File: src/hdl/dchsp_pkg.sv
package dchsp_pkg;

  localparam int DATA_W       = 8;
  localparam int NUM_DRIVES   = 4;
  localparam int STACK_DEPTH  = 4;
  localparam int FIFO_DEPTH   = 32;
  localparam int CLK_MHZ      = 100;
  localparam int UPD_MAX_US   = 12;
  // Longest update time in cycles, the exact product of microseconds and MHz.
  localparam int UPD_MAX_CYC  = UPD_MAX_US * CLK_MHZ;
  localparam int SETTLE_CYC   = 2;

  localparam logic       SEL_STATUS  = 1'b0;
  localparam logic       SEL_DATA    = 1'b1;
  localparam logic       DIR_TO_HOST = 1'b1;
  localparam logic       DIR_TO_DEV  = 1'b0;
  localparam logic [7:0] RW_OP_MASK  = 8'h04;
  localparam logic [7:0] RW_OP_MATCH = 8'h04;
  localparam logic [7:0] DATA_RST    = 8'h00;

  typedef enum {
    PH_CMD,
    PH_EXEC,
    PH_RESULT
  } dchsp_phase_t;

  typedef struct packed {
    logic       byte_ready;
    logic       transfer_direction;
    logic       execution_phase_flag;
    logic       controller_busy;
    logic [3:0] drive_seek_busy;
  } dchsp_msr_t;

  typedef struct packed {
    logic       cs_n;
    logic       rd_n;
    logic       wr_n;
    logic       reg_select;
    logic [7:0] data;
  } dchsp_bus_t;

endpackage : dchsp_pkg

File: src/hdl/dchsp_host_port.sv
`timescale 1ns/10ps

module dchsp_fifo #(
  parameter int W     = 8,
  parameter int DEPTH = 32
) (
  input  wire logic         clock_i,    // System clock.
  input  wire logic         rst_i,      // Async reset, high.
  input  wire logic         in_valid_i, // Write request.
  output logic              in_ready_o, // Space available.
  input  wire logic [W-1:0] in_data_i,  // Write data.
  output logic              out_valid_o,// Data available.
  input  wire logic         out_ready_i,// Read accept.
  output logic [W-1:0]      out_data_o  // Head word.
);
  localparam int AW = $clog2(DEPTH);

  logic [W-1:0] mem_q [DEPTH];
  logic [AW:0]  wptr_q;
  logic [AW:0]  rptr_q;
  logic         full;
  logic         empty;

  assign empty       = (wptr_q == rptr_q);
  assign full        = (wptr_q[AW] != rptr_q[AW]) && (wptr_q[AW-1:0] == rptr_q[AW-1:0]);
  assign in_ready_o  = !full;
  assign out_valid_o = !empty;
  assign out_data_o  = mem_q[rptr_q[AW-1:0]];

  always_ff @(posedge clock_i) begin
    if (in_valid_i && !full) begin
      mem_q[wptr_q[AW-1:0]] <= in_data_i;
    end
  end

  always_ff @(posedge clock_i or posedge rst_i) begin
    if (rst_i) begin
      wptr_q <= '0;
    end else if (in_valid_i && !full) begin
      wptr_q <= wptr_q + 1'b1;
    end
  end

  always_ff @(posedge clock_i or posedge rst_i) begin
    if (rst_i) begin
      rptr_q <= '0;
    end else if (out_ready_i && !empty) begin
      rptr_q <= rptr_q + 1'b1;
    end
  end
endmodule : dchsp_fifo

module dchsp_host_port #(
  parameter logic [7:0] RW_MASK  = dchsp_pkg::RW_OP_MASK,
  parameter logic [7:0] RW_MATCH = dchsp_pkg::RW_OP_MATCH
) (
  input  wire logic                 clock_i,       // System clock.
  input  wire logic                 rst_i,         // Async reset, high.
  input  wire dchsp_pkg::dchsp_bus_t host_i,       // Host strobes and data in.
  output logic [7:0]                data_o,        // Data bus out.
  output logic                      data_oe_o,     // Data bus drive enable.
  output logic                      int_o,         // Execution byte request.
  output dchsp_pkg::dchsp_msr_t     status_o,      // Live status register.
  input  wire logic [3:0]           seek_busy_i,   // Drives seeking.
  input  wire logic                 nondma_i,      // Non-DMA mode.
  output logic                      cmd_valid_o,   // Command byte valid.
  output logic [7:0]                cmd_data_o,    // Command byte.
  input  wire logic                 cmd_ready_i,   // Core takes byte.
  output logic                      cmd_refused_o, // Command refused pulse.
  input  wire logic                 exec_start_i,  // Command phase done.
  input  wire logic                 xfer_req_i,    // Execution byte request.
  input  wire logic                 xfer_dir_i,    // 1: byte to host.
  input  wire logic [7:0]           xfer_rdata_i,  // Byte for host.
  output logic [7:0]                xfer_wdata_o,  // Byte from host.
  output logic                      xfer_done_o,   // Execution byte moved.
  input  wire logic                 res_load_i,    // Result phase start.
  input  wire logic [2:0]           res_count_i,   // Result bytes, 0..4.
  input  wire logic [3:0][7:0]      res_stack_i    // Result bytes.
);
  localparam int SETTLE = (dchsp_pkg::SETTLE_CYC < dchsp_pkg::UPD_MAX_CYC) ?
                          dchsp_pkg::SETTLE_CYC : dchsp_pkg::UPD_MAX_CYC;

  dchsp_pkg::dchsp_phase_t phase_q;
  dchsp_pkg::dchsp_msr_t   msr;
  logic                    rd_act;
  logic                    wr_act;
  logic                    rd_q;
  logic                    wr_q;
  logic                    sel_q;
  logic                    rd_end;
  logic                    wr_end;
  logic                    data_rd_end;
  logic                    data_wr_end;
  logic [7:0]              wdata_q;
  logic [7:0]              xfer_byte_q;
  logic                    xfer_pend_q;
  logic                    xfer_dir_q;
  logic                    busy_q;
  logic                    first_q;
  logic [1:0]              idx_q;
  logic [2:0]              count_q;
  logic [3:0][7:0]         stack_q;
  logic [1:0]              settle_q;
  logic                    ready_ok;
  logic                    dir;
  logic                    fifo_ready;
  logic                    accept_cmd;
  logic                    is_rw;
  logic                    refuse;
  logic                    push;
  logic                    last_res;
  logic                    move_exec;
  logic [7:0]              rd_byte;

  // Only the two legal strobe combinations act.
  assign rd_act = !host_i.cs_n && !host_i.rd_n && host_i.wr_n;
  assign wr_act = !host_i.cs_n && host_i.rd_n && !host_i.wr_n
                  && (host_i.reg_select == dchsp_pkg::SEL_DATA);
  assign rd_end = rd_q && !rd_act;
  assign wr_end = wr_q && !wr_act;
  assign data_rd_end = rd_end && (sel_q == dchsp_pkg::SEL_DATA) && msr.byte_ready;
  assign data_wr_end = wr_end && msr.byte_ready;

  always_ff @(posedge clock_i or posedge rst_i) begin
    if (rst_i) begin
      rd_q  <= 1'b0;
      wr_q  <= 1'b0;
      sel_q <= dchsp_pkg::SEL_STATUS;
    end else begin
      rd_q <= rd_act;
      wr_q <= wr_act;
      if (rd_act || wr_act) begin
        sel_q <= host_i.reg_select;
      end
    end
  end

  // Write data is taken every cycle of the strobe, so the last strobed value counts.
  always_ff @(posedge clock_i or posedge rst_i) begin
    if (rst_i) begin
      wdata_q <= dchsp_pkg::DATA_RST;
    end else if (wr_act) begin
      wdata_q <= host_i.data;
    end
  end

  always_comb begin
    ready_ok = 1'b0;
    dir      = dchsp_pkg::DIR_TO_DEV;
    case (phase_q)
      dchsp_pkg::PH_CMD: begin
        ready_ok = fifo_ready;
      end
      dchsp_pkg::PH_EXEC: begin
        ready_ok = nondma_i && xfer_pend_q;
        dir      = xfer_dir_q;
      end
      dchsp_pkg::PH_RESULT: begin
        ready_ok = 1'b1;
        dir      = dchsp_pkg::DIR_TO_HOST;
      end
      default: begin
        ready_ok = 1'b0;
      end
    endcase
  end

  assign msr.drive_seek_busy      = seek_busy_i;
  assign msr.controller_busy      = busy_q;
  assign msr.execution_phase_flag = (phase_q == dchsp_pkg::PH_EXEC) && nondma_i;
  assign msr.transfer_direction   = dir;
  // Ready is held low while the byte settles, never longer than the limit.
  assign msr.byte_ready           = ready_ok && (settle_q == 2'h0);
  assign status_o                 = msr;

  always_ff @(posedge clock_i or posedge rst_i) begin
    if (rst_i) begin
      settle_q <= 2'h0;
    end else if ((rd_end && sel_q == dchsp_pkg::SEL_DATA) || wr_end) begin
      settle_q <= 2'(SETTLE);
    end else if (settle_q != 2'h0) begin
      settle_q <= settle_q - 2'h1;
    end
  end

  // Command phase: the first byte is checked before it reaches the core.
  assign accept_cmd = data_wr_end && (phase_q == dchsp_pkg::PH_CMD);
  assign is_rw      = (wdata_q & RW_MASK) == RW_MATCH;
  assign refuse     = accept_cmd && first_q && is_rw
                      && ((|seek_busy_i) || busy_q);
  assign push       = accept_cmd && !refuse;
  assign last_res   = data_rd_end && (phase_q == dchsp_pkg::PH_RESULT)
                      && (({1'b0, idx_q} + 3'h1) >= count_q);
  assign move_exec  = (phase_q == dchsp_pkg::PH_EXEC)
                      && (data_rd_end || data_wr_end);

  dchsp_fifo #(
    .W     (dchsp_pkg::DATA_W),
    .DEPTH (dchsp_pkg::FIFO_DEPTH)
  ) u_cmd_fifo (
    .clock_i     (clock_i),
    .rst_i       (rst_i),
    .in_valid_i  (push),
    .in_ready_o  (fifo_ready),
    .in_data_i   (wdata_q),
    .out_valid_o (cmd_valid_o),
    .out_ready_i (cmd_ready_i),
    .out_data_o  (cmd_data_o)
  );

  always_ff @(posedge clock_i or posedge rst_i) begin
    if (rst_i) begin
      cmd_refused_o <= 1'b0;
    end else begin
      cmd_refused_o <= refuse;
    end
  end

  always_ff @(posedge clock_i or posedge rst_i) begin
    if (rst_i) begin
      first_q <= 1'b1;
    end else if (phase_q != dchsp_pkg::PH_CMD) begin
      first_q <= 1'b1;
    end else if (push) begin
      first_q <= 1'b0;
    end
  end

  always_ff @(posedge clock_i or posedge rst_i) begin
    if (rst_i) begin
      busy_q <= 1'b0;
    end else if (push && first_q && is_rw) begin
      busy_q <= 1'b1;
    end else if (last_res || (res_load_i && res_count_i == 3'h0)) begin
      busy_q <= 1'b0;
    end
  end

  // Phase sequence: command, execution, optional result.
  always_ff @(posedge clock_i or posedge rst_i) begin
    if (rst_i) begin
      phase_q <= dchsp_pkg::PH_CMD;
    end else begin
      case (phase_q)
        dchsp_pkg::PH_CMD: begin
          if (exec_start_i) begin
            phase_q <= dchsp_pkg::PH_EXEC;
          end
        end
        dchsp_pkg::PH_EXEC: begin
          if (res_load_i) begin
            phase_q <= (res_count_i == 3'h0) ? dchsp_pkg::PH_CMD : dchsp_pkg::PH_RESULT;
          end
        end
        dchsp_pkg::PH_RESULT: begin
          if (last_res) begin
            phase_q <= dchsp_pkg::PH_CMD;
          end
        end
        default: begin
          phase_q <= dchsp_pkg::PH_CMD;
        end
      endcase
    end
  end

  // Result bytes leave one per read, oldest first.
  always_ff @(posedge clock_i or posedge rst_i) begin
    if (rst_i) begin
      stack_q <= '0;
      count_q <= 3'h0;
      idx_q   <= 2'h0;
    end else if (res_load_i && phase_q == dchsp_pkg::PH_EXEC) begin
      stack_q <= res_stack_i;
      count_q <= res_count_i;
      idx_q   <= 2'h0;
    end else if (data_rd_end && phase_q == dchsp_pkg::PH_RESULT) begin
      idx_q <= idx_q + 2'h1;
    end
  end

  // A new request in the cycle of a transfer wins over the clear.
  always_ff @(posedge clock_i or posedge rst_i) begin
    if (rst_i) begin
      xfer_pend_q <= 1'b0;
      xfer_dir_q  <= dchsp_pkg::DIR_TO_DEV;
      xfer_byte_q <= dchsp_pkg::DATA_RST;
    end else if (xfer_req_i && phase_q == dchsp_pkg::PH_EXEC) begin
      xfer_pend_q <= 1'b1;
      xfer_dir_q  <= xfer_dir_i;
      xfer_byte_q <= xfer_rdata_i;
    end else if (move_exec || phase_q != dchsp_pkg::PH_EXEC) begin
      xfer_pend_q <= 1'b0;
    end
  end

  assign int_o = xfer_pend_q && nondma_i && (phase_q == dchsp_pkg::PH_EXEC);

  always_ff @(posedge clock_i or posedge rst_i) begin
    if (rst_i) begin
      xfer_done_o  <= 1'b0;
      xfer_wdata_o <= dchsp_pkg::DATA_RST;
    end else begin
      xfer_done_o <= move_exec;
      if (move_exec && data_wr_end) begin
        xfer_wdata_o <= wdata_q;
      end
    end
  end

  // Data register view depends on phase; the status view needs no phase.
  always_comb begin
    rd_byte = dchsp_pkg::DATA_RST;
    if (host_i.reg_select == dchsp_pkg::SEL_STATUS) begin
      rd_byte = msr;
    end else if (phase_q == dchsp_pkg::PH_RESULT) begin
      rd_byte = stack_q[idx_q];
    end else if (phase_q == dchsp_pkg::PH_EXEC) begin
      rd_byte = xfer_byte_q;
    end
  end

  // The bus value is refreshed every cycle of the strobe, so status stays live.
  always_ff @(posedge clock_i or posedge rst_i) begin
    if (rst_i) begin
      data_o <= dchsp_pkg::DATA_RST;
    end else if (rd_act) begin
      data_o <= rd_byte;
    end
  end

  assign data_oe_o = rd_act;

endmodule : dchsp_host_port

File: config.mk
export PLATFORM = sky130hd
export DESIGN_NAME = dchsp_host_port
export DESIGN_NICKNAME = d
export VERILOG_FILES = /design/src/hdl/dchsp_pkg.sv /design/src/hdl/dchsp_host_port.sv
export SDC_FILE = /design/constraint.sdc
export NUM_CORES = 1
export LEC_CHECK = 0
export ABC_AREA = 1
export ABC_CLOCK_PERIOD_IN_PS = 3800
export BUFFER_PORTS_ARGS = -buffer_cell sky130_fd_sc_hd__buf_4
export CORE_ASPECT_RATIO = 0.5
export CORE_UTILIZATION = 50
export DETAILED_ROUTE_END_ITERATION = 16
export HOLD_SLACK_MARGIN = 0.06
export PLACE_DENSITY_LB_ADDON = 0.3
export REMOVE_ABC_BUFFERS = 1
export SYNTH_ARGS = -nofsm -noshare
export SYNTH_HDL_FRONTEND = slang
export SYNTH_SLANG_ARGS = --single-unit
File: constraint.sdc
create_clock -name clock_i -period 3.8 [get_ports clock_i]
set_input_delay 0.57 -clock clock_i [delete_from_list [all_inputs] [get_ports clock_i]]
set_output_delay 0.57 -clock clock_i [all_outputs]
set_load 0.01 [all_outputs]
==> impl_summary.log, run 1 <==
INFO  metric clock_transition_at_the_registers_of_the_reported_paths = 0.07 ns
INFO  metric grt_pass1_wl = 56900 um
INFO  metric detail_route.iter0.violations = 1224
INFO  metric post_drt_via_cell_ratio = between 5 and 6
INFO  metric portBuffers = 103
INFO  metric tritoncts.num_buffers = 30
INFO  metric result_of_the_run = complete, no violations
INFO  metric synth_top_family_by_area = simple AND/OR/NAND/NOR gates
INFO  metric report.final.hold_viol_count = 0
INFO  metric yosys_warnings = 0
INFO  metric crit_required = 3.23 ns
INFO  metric yosysTopAreaCellShare = a little over half
INFO  metric detail_route.wirelength = about 36000 um
INFO  metric tritoncts_num_sinks = 350
INFO  metric tightest_slew = roughly 1.4 ns
INFO  metric ios = 104
INFO  metric synth_enable_flop_cells = between 200 and 300
INFO  metric dpl_cell_area = ~16000 sq um
INFO  metric clk-insertion-delay-late = 0.57 ns
INFO  metric r2r_slack = about 0.8 ns
INFO  metric muxShareOfSynthArea = 0.694%
INFO  metric cts_tree = done
INFO  metric finalCriticalPeriod = around 3.6 ns
INFO  metric min_delay_path_depth = 3
INFO  metric dp_hpwl = between 20000 and 25000 um
INFO  metric layout_commonest_cell = sky130_fd_sc_hd__edfxtp_1
INFO  metric syn2layout_area_growth = 16.4%
INFO  metric timing.final.crit_share = between 90% and 100%
INFO  metric power.density_cell_area = 678 nW/um^2
INFO  metric synth-compound-area-share = between 10% and 20%
INFO  metric setup-tns-final = 0 ns
INFO  metric static_leak = approximately 6.4 nW
INFO  metric dr_total_vias = roughly 10000
INFO  metric clock_tree.root_cell = sky130_fd_sc_hd__clkbuf_16
INFO  metric relSlewSlack = ~4.5%
INFO  metric crit_type = reg -> out
INFO  metric yosys.area_share.xor_xnor = less than 1%
INFO  metric drt_pre_antenna_iters = 6
INFO  metric postLayoutSetupSlackWorst = 0.189 ns
INFO  metric hold_path.class = in -> reg
INFO  metric worstSetupEndpointType = primary output
INFO  metric slew_violations = 0
INFO  metric post-place-ws = ~0.83 ns
INFO  metric synthAdderAreaFrac = 1.29%
INFO  metric peak_supply_drop = roughly 370 uV
INFO  metric gr-total-overflow = 0
INFO  metric synth.avg_cell_area = 11.5 sq um
INFO  metric worst_r2r_startpoint = u_cmd_fifo.rptr_q[0]$_DFFE_PP0P_
INFO  metric unrepaired_setup_endpoints_after_global_routing = false
INFO  metric cts_resizes = 0
INFO  metric max_clock_skew = around 0.0092 ns
INFO  metric htreeDepth = 1
INFO  metric critical_path.startpoint_type = flip-flop
INFO  metric detail-route-antenna-nets = 0
INFO  metric clk_path_buf_depth = 3
INFO  metric synthCells = around 1300
INFO  metric grt_pass1_vias = a little over 10000
INFO  metric synth_top_cells_by_area = sky130_fd_sc_hd__edfxtp_1, sky130_fd_sc_hd__dfrtp_1, sky130_fd_sc_hd__o21ai_0, sky130_fd_sc_hd__nand2_1, sky130_fd_sc_hd__nor2_1
INFO  metric synth_largest_area_cell = sky130_fd_sc_hd__edfxtp_1
INFO  metric drc = 0
INFO  metric cts_hold_repair.buffers = 1
INFO  metric worst_hold_startpoint = res_stack_i[4]
INFO  metric fp.dieW = between 200 and 250 um
INFO  metric synth-async-reset-ratio = 26.9%
INFO  metric net_count_of_the_finished_layout = between 1000 and 1500
INFO  metric drv.max_cap_violation_count = 0
INFO  metric final_area = roughly 17000 sq um
INFO  metric hold-worst-slack = 0.191 ns
INFO  metric min_delay_worst_endpoint = stack_q[4]$_DFFE_PP0P_
INFO  metric most-common-layout-cells = sky130_fd_sc_hd__edfxtp_1, sky130_fd_sc_hd__nand2_1, sky130_fd_sc_hd__o21ai_0, sky130_fd_sc_hd__nor2_1, sky130_fd_sc_hd__buf_4
INFO  metric die-height = roughly 120 um
INFO  metric worstReg2RegEnd = u_cmd_fifo.mem_q[2][1]$_DFFE_PP_
INFO  metric start_util = just over 50%
INFO  metric postSynth.topFlopCell = sky130_fd_sc_hd__edfxtp_1
INFO  metric grt_max_degree = a little under 100
INFO  metric maxClockFrequency = roughly 280 MHz
INFO  metric share_of_cells_above_drive_strength_1 = ~17%
INFO  metric gp_congestion = ~0.95
INFO  metric dieArea = between 20000 and 30000 sq um
INFO  metric cp.arrival = about 3.0 ns
INFO  metric core_area = ~28000 sq um
INFO  metric worst_r2r_path_depth = 13
INFO  metric seq_area_frac_synth = between 60% and 70%
INFO  metric wl_per_cell = about 20 um
INFO  metric antenna_found_initial = 0
INFO  metric row_count = 43
INFO  metric ys_ff_latch = 350
INFO  metric setup_violations = 0
INFO  metric yosys.cell_types.count = 37
INFO  metric cts_setup_buffers = 0
INFO  metric antenna_cells_inserted = 0
INFO  metric mappedNetlistArea = between 10000 and 15000 sq um
INFO  metric worstPathMaxFanout = 96
INFO  metric groute.usage.overall = ~25%
INFO  metric post_synth_and_or_nand_nor_area_fraction = between 10 and 15%
[flip-flops by register name, summed over array words and instances (netlist names), 3 cells and up]
register and cells:
wdata_q 8, xfer_wdata_o 8, xfer_byte_q 8, data_o 8, count_q 3, stack_q 32
u_cmd_fifo.mem_q 256, u_cmd_fifo.rptr_q 6, u_cmd_fifo.wptr_q 6
[critical path: stages, from the launching register on]
cell,delay (ns)
sky130_fd_sc_hd__dfrtp_4,0.64
sky130_fd_sc_hd__clkinv_2,0.25
sky130_fd_sc_hd__buf_12,0.35
sky130_fd_sc_hd__o21ai_0,0.14
sky130_fd_sc_hd__o221ai_1,0.31
sky130_fd_sc_hd__nand3_1,0.20
sky130_fd_sc_hd__a32oi_1,0.32
sky130_fd_sc_hd__buf_4,0.18
[area by class of cell]
class / instances / area, sq um
inverters: 51 / 195
well taps: 382 / 478
flip-flops and latches: 350 / 10000
repair buffers: 157 / 1220
multi-input cells: 786 / 4000
fillers: 2237 / 11200
clock buffers: 39 / 888
clock inverters: 17 / 170
[cell usage after synthesis (2+ instances only)]
master,instances
sky130_fd_sc_hd__edfxtp_1,256
sky130_fd_sc_hd__nand2_1,188
sky130_fd_sc_hd__o21ai_0,188
sky130_fd_sc_hd__nor2_1,185
sky130_fd_sc_hd__dfrtp_1,93
sky130_fd_sc_hd__clkbuf_1,61
sky130_fd_sc_hd__o221ai_1,48
sky130_fd_sc_hd__inv_1,43
sky130_fd_sc_hd__nor3_1,35
sky130_fd_sc_hd__nand3_1,30
sky130_fd_sc_hd__o22ai_1,23
sky130_fd_sc_hd__a21oi_1,21
sky130_fd_sc_hd__ha_1,15
sky130_fd_sc_hd__mux2_2,9
sky130_fd_sc_hd__a31oi_1,8
sky130_fd_sc_hd__a32oi_1,8
sky130_fd_sc_hd__buf_2,8
sky130_fd_sc_hd__buf_4,8
sky130_fd_sc_hd__xor2_1,6
sky130_fd_sc_hd__inv_2,5
sky130_fd_sc_hd__buf_6,3
sky130_fd_sc_hd__clkinv_1,3
sky130_fd_sc_hd__nand2_2,3
sky130_fd_sc_hd__o31ai_1,3
sky130_fd_sc_hd__xnor2_1,3
sky130_fd_sc_hd__a211oi_1,2
sky130_fd_sc_hd__buf_1,2
sky130_fd_sc_hd__nand4_1,2
sky130_fd_sc_hd__o21ai_1,2
[metrics by stage]
stage / util, % / cells / power, W
final: 60.3 / 1782 / 0.0115
after global routing: 60.3 / 1782 / 0.0121
after global placement: 56.5 / 1725 / 0.00822
after detailed placement: 56.5 / 1725 / 0.00831
after floorplan: - / 1187 / 0.00685
after CTS: 60.3 / 1782 / 0.0115
[kinds of logic (layout without fill, tap and decap cells)]
| kind of cell | count (synthesis) | after routing |
|---|---|---|
| simple gates | 449 | 449 |
| xor+xnor | 9 | 9 |
| fa+ha+maj | 15 | 15 |
| mux | 9 | 9 |
| flops | 350 | 350 |
| compound gates | 304 | 304 |
| buf+inv | 133 | 264 |
[routing by layer]
layer  routed length (um)  part of all wire (%)  GRT usage [%]
met1                15200                    42           34.3
met2                16500                    46           39.0
met3                 3630                    10           6.74
met4                  967                   2.7           6.95
met5                    0                     0              0
[power breakdown]
group	switching (W)	internal, W	leakage, nW
Sequential	0.000438	0.00461	3.50
Clock	0.00138	0.00186	0.507
Combinational	0.00211	0.00113	2.42
[worst max path at each step]
| stage | end | start | depth (start not counted) | slack [ns] |
|---|---|---|---|---|
| 2_1_floorplan | u_cmd_fifo.mem_q[0][0]$_DFFE_PP_ | u_cmd_fifo.rptr_q[0]$_DFFE_PP0P_ | 11 | -2.02 |
| 3_3_place_gp | cmd_data_o[7] | u_cmd_fifo.rptr_q[0]$_DFFE_PP0P_ | 7 | 0.90 |
| 3_5_place_dp | cmd_data_o[7] | u_cmd_fifo.rptr_q[0]$_DFFE_PP0P_ | 7 | 0.83 |
| 4_1_cts | cmd_data_o[7] | u_cmd_fifo.rptr_q[0]$_DFFE_PP0P_ | 7 | 0.22 |
| 5_1_grt | cmd_data_o[0] | u_cmd_fifo.rptr_q[0]$_DFFE_PP0P_ | 7 | 0.08 |
| 6_report | cmd_data_o[5] | u_cmd_fifo.rptr_q[0]$_DFFE_PP0P_ | 7 | 0.19 |
No activity file was read; power rests on OpenSTA's default activity.
==> run 2, diff against run 1 <==
- ABC_CLOCK_PERIOD_IN_PS: 3800 -> default
- CELL_PAD_IN_SITES_DETAIL_PLACEMENT: default -> 1
- CELL_PAD_IN_SITES_GLOBAL_PLACEMENT: default -> 1
- CORE_UTILIZATION: 50 -> 49
==> run 2 against run 1 <==
  * Total power rose by 3.1%
  * Register-to-register slack got worse by 0.16 ns
  * Largest cell class unchanged
  * Clock-buffer cell count rose by 5
  * Sequential share of layout area rose by 0.098 points
  * First-iteration DRC count fell by 4.7%
  * Highest routed layer unchanged
  * Worst hold slack got worse by 0.016 ns
  * Combinational power rose by 4%
==> impl_summary.log, run 2 (same netlist as run 1, synthesis figures left out) <==
INFO  metric crit_type = reg -> out
INFO  metric unrepaired_setup_endpoints_after_global_routing = false
INFO  metric clock_tree.root_cell = sky130_fd_sc_hd__clkbuf_16
INFO  metric timing.final.crit_share = 97.8% (+2.8 points)
INFO  metric dr_total_vias = 10900 (+5.5%)
INFO  metric grt_max_degree = 66 (-32%)
INFO  metric syn2layout_area_growth = 16.3% (about the same)
INFO  metric maxClockFrequency = 269 MHz (-2.8%)
INFO  metric drc = 0 (unchanged)
INFO  metric grt_pass1_vias = 11200 (+10%)
INFO  metric dp_hpwl = 28000 um (+21%)
INFO  metric post_drt_via_cell_ratio = 6.07 (+4.9%)
INFO  metric post-layout-total-power = 0.0119 W (+3.1%)
INFO  metric max_ffs_per_register = 256 (unchanged)
INFO  metric clk_path_buf_depth = 3 (unchanged)
INFO  metric die-height = 124 um (+1.0%)
INFO  metric max_clock_skew = 0.0183 ns (+0.00910 ns)
INFO  metric finalCriticalPeriod = 3.72 ns (+0.105 ns)
INFO  metric dieArea = 30500 sq um (+2.0%)
INFO  metric cp_slowest_stage_delay = 0.64 ns (about the same)
INFO  metric clk-insertion-delay-late = 0.53 ns (-0.04 ns)
INFO  metric detail_route.wirelength = 43800 um (+21%)
INFO  metric gr-total-overflow = 0 (unchanged)
INFO  metric start_util = 50.1% (-1.7 points)
INFO  metric htreeDepth = 2 (+1)
INFO  metric result_of_the_run = complete, no violations
INFO  metric layout_commonest_cell = sky130_fd_sc_hd__edfxtp_1
INFO  metric drv.max_cap_violation_count = 0 (unchanged)
INFO  metric clock_transition_at_the_registers_of_the_reported_paths = 0.07 ns (about the same)
INFO  metric cts_tree = done
INFO  metric finalNonFillerCells = 1791 (+0.51%)
INFO  metric setup_violations = 0 (unchanged)
INFO  metric worstPathMaxFanout = 58 (-40%)
INFO  metric cp_common_cell = sky130_fd_sc_hd__buf_4
INFO  metric core_area = 29100 sq um (+3.3%)
INFO  metric tightest_slew = 1.10 ns (-0.330 ns)
INFO  metric hold_path.class = in -> async
INFO  metric detail_route.iter0.violations = 1167 (-4.7%)
INFO  metric fp.dieW = 246 um (+1.0%)
INFO  metric cp.arrival = 3.15 ns (+0.11 ns)
INFO  metric relSlewSlack = 26.4% (+22 points)
INFO  metric detail-route-antenna-nets = 0 (unchanged)
INFO  metric most-common-layout-cells = sky130_fd_sc_hd__edfxtp_1, sky130_fd_sc_hd__nand2_1, sky130_fd_sc_hd__o21ai_0, sky130_fd_sc_hd__nor2_1, sky130_fd_sc_hd__buf_4
INFO  metric cts_setup_buffers = 0 (unchanged)
INFO  metric worstSetupEndpointType = primary output
INFO  metric antenna_cells_inserted = 0 (unchanged)
INFO  metric gp_congestion = 0.947 (-0.58%)
INFO  metric report.final.hold_viol_count = 0 (unchanged)
INFO  metric slew_violations = 0 (unchanged)
INFO  metric dpl.cell_count = 1730 (+0.29%)
INFO  metric crit_required = 3.23 ns (about the same)
INFO  metric ios = 104 (unchanged)
INFO  metric critical_path.startpoint_type = flip-flop
INFO  metric tritoncts.num_buffers = 34 (+13%)
INFO  metric final_core_util = 58.3% (-2.0 points)
INFO  metric net_count_of_the_finished_layout = 1457 (-0.069%)
INFO  metric antenna_found_initial = 1 (+1)
INFO  metric total_area_of_multi_input_combinational_cells = 4000 sq um (unchanged)
INFO  metric power.density_cell_area = 700 nW/um^2 (+3.2%)
INFO  metric peak_supply_drop = 286 uV (-23%)
INFO  metric groute.usage.overall = 29.2% (+4.4 points)
INFO  metric drt_pre_antenna_iters = 5 (-1)
INFO  metric cpMaxStageDelayCell = sky130_fd_sc_hd__dfrtp_4
INFO  metric hold-worst-slack = 0.175 ns (-0.0159 ns)
INFO  metric area.sequential = 10100 sq um (about the same)
INFO  metric timing.critical_path.cells = buf_4, o21ai_0, o221ai_1, a31oi_1, a32oi_1, buf_4
INFO  metric wl_per_cell = 24.5 um (+20%)
INFO  metric portBuffers = 103 (unchanged)
INFO  metric static_leak = 6.41 nW (-0.31%)
INFO  metric tritoncts_num_sinks = 350 (unchanged)
INFO  metric grt_pass1_wl = 66000 um (+16%)
INFO  metric row_count = 44 (+2.3%)
INFO  metric setup-tns-final = 0 ns (unchanged)
INFO  metric n_fill_cell = 2956 (+32%)
INFO  metric share_of_cells_above_drive_strength_1 = 16.9% (+0.29 points)
run 2: final cells by class:
class                           count  share of cell area (%)
Clock buffer                       44                    5.67
Sequential cell                   350                    59.2
Tap cell                          391                    2.88
Multi-Input combinational cell    786                    23.5
Clock inverter                     17                   0.810
Timing Repair Buffer              152                    6.74
Inverter                           51                    1.15
run 2: report_power, final:
| group | switching [W] | internal [W] |
|---|---|---|
| clock network | 0.00147 | 0.00193 |
| registers | 0.000511 | 0.00461 |
| logic | 0.00225 | 0.00111 |
run 2: repair_timing:
action	4_1_cts	5_1_grt
gates resized for setup	0	1
hold buffers	0	0
endpoints found under the setup margin	0	1
run 2: worst max-delay path: cells and delay by family, from the launching register on:
family | cells | cell delay (ns)
flip-flops | 1 | 0.64
buffers and inverters | 2 | 0.73
AO/OA/AOI/OAI | 4 | 1.16
run 2: layer usage:
layer / part of all wire, % / GRT usage (%) / wire [um] / up-vias
met5: 0 / 0 / 0 / -
met4: 3.1 / 11.0 / 1360 / 0
met3: 8.2 / 5.32 / 3610 / 113
met2: 47 / 47.9 / 20700 / 545
met1: 41 / 39.1 / 18200 / 5474
li1: - / - / - / 4747
run 2: stage by stage:
stage               setup slack (ns)  cell area [sq um]
finish                        0.0847              17000
global route                  0.0389              17000
CTS                            0.156              17000
detailed placement             0.737              15900
global placement               0.836              15900
floorplan                      -2.02              14200
run 2: final timing paths:
kind,start,to,slack (ns),depth (start not counted)
max,u_cmd_fifo.rptr_q[0]$_DFFE_PP0P_,cmd_data_o[6],0.08,6
min,rst_i,stack_q[3]$_DFFE_PP0P_,0.18,2
min reg2reg,stack_q[11]$_DFFE_PP0P_,stack_q[11]$_DFFE_PP0P_,0.48,2
max in group asynchronous,rst_i,stack_q[8]$_DFFE_PP0P_,2.78,3
max reg2reg,u_cmd_fifo.rptr_q[4]$_DFFE_PP0P_,u_cmd_fifo.mem_q[22][6]$_DFFE_PP_,0.64,9
min in group clock_i,res_stack_i[16],stack_q[16]$_DFFE_PP0P_,0.25,3
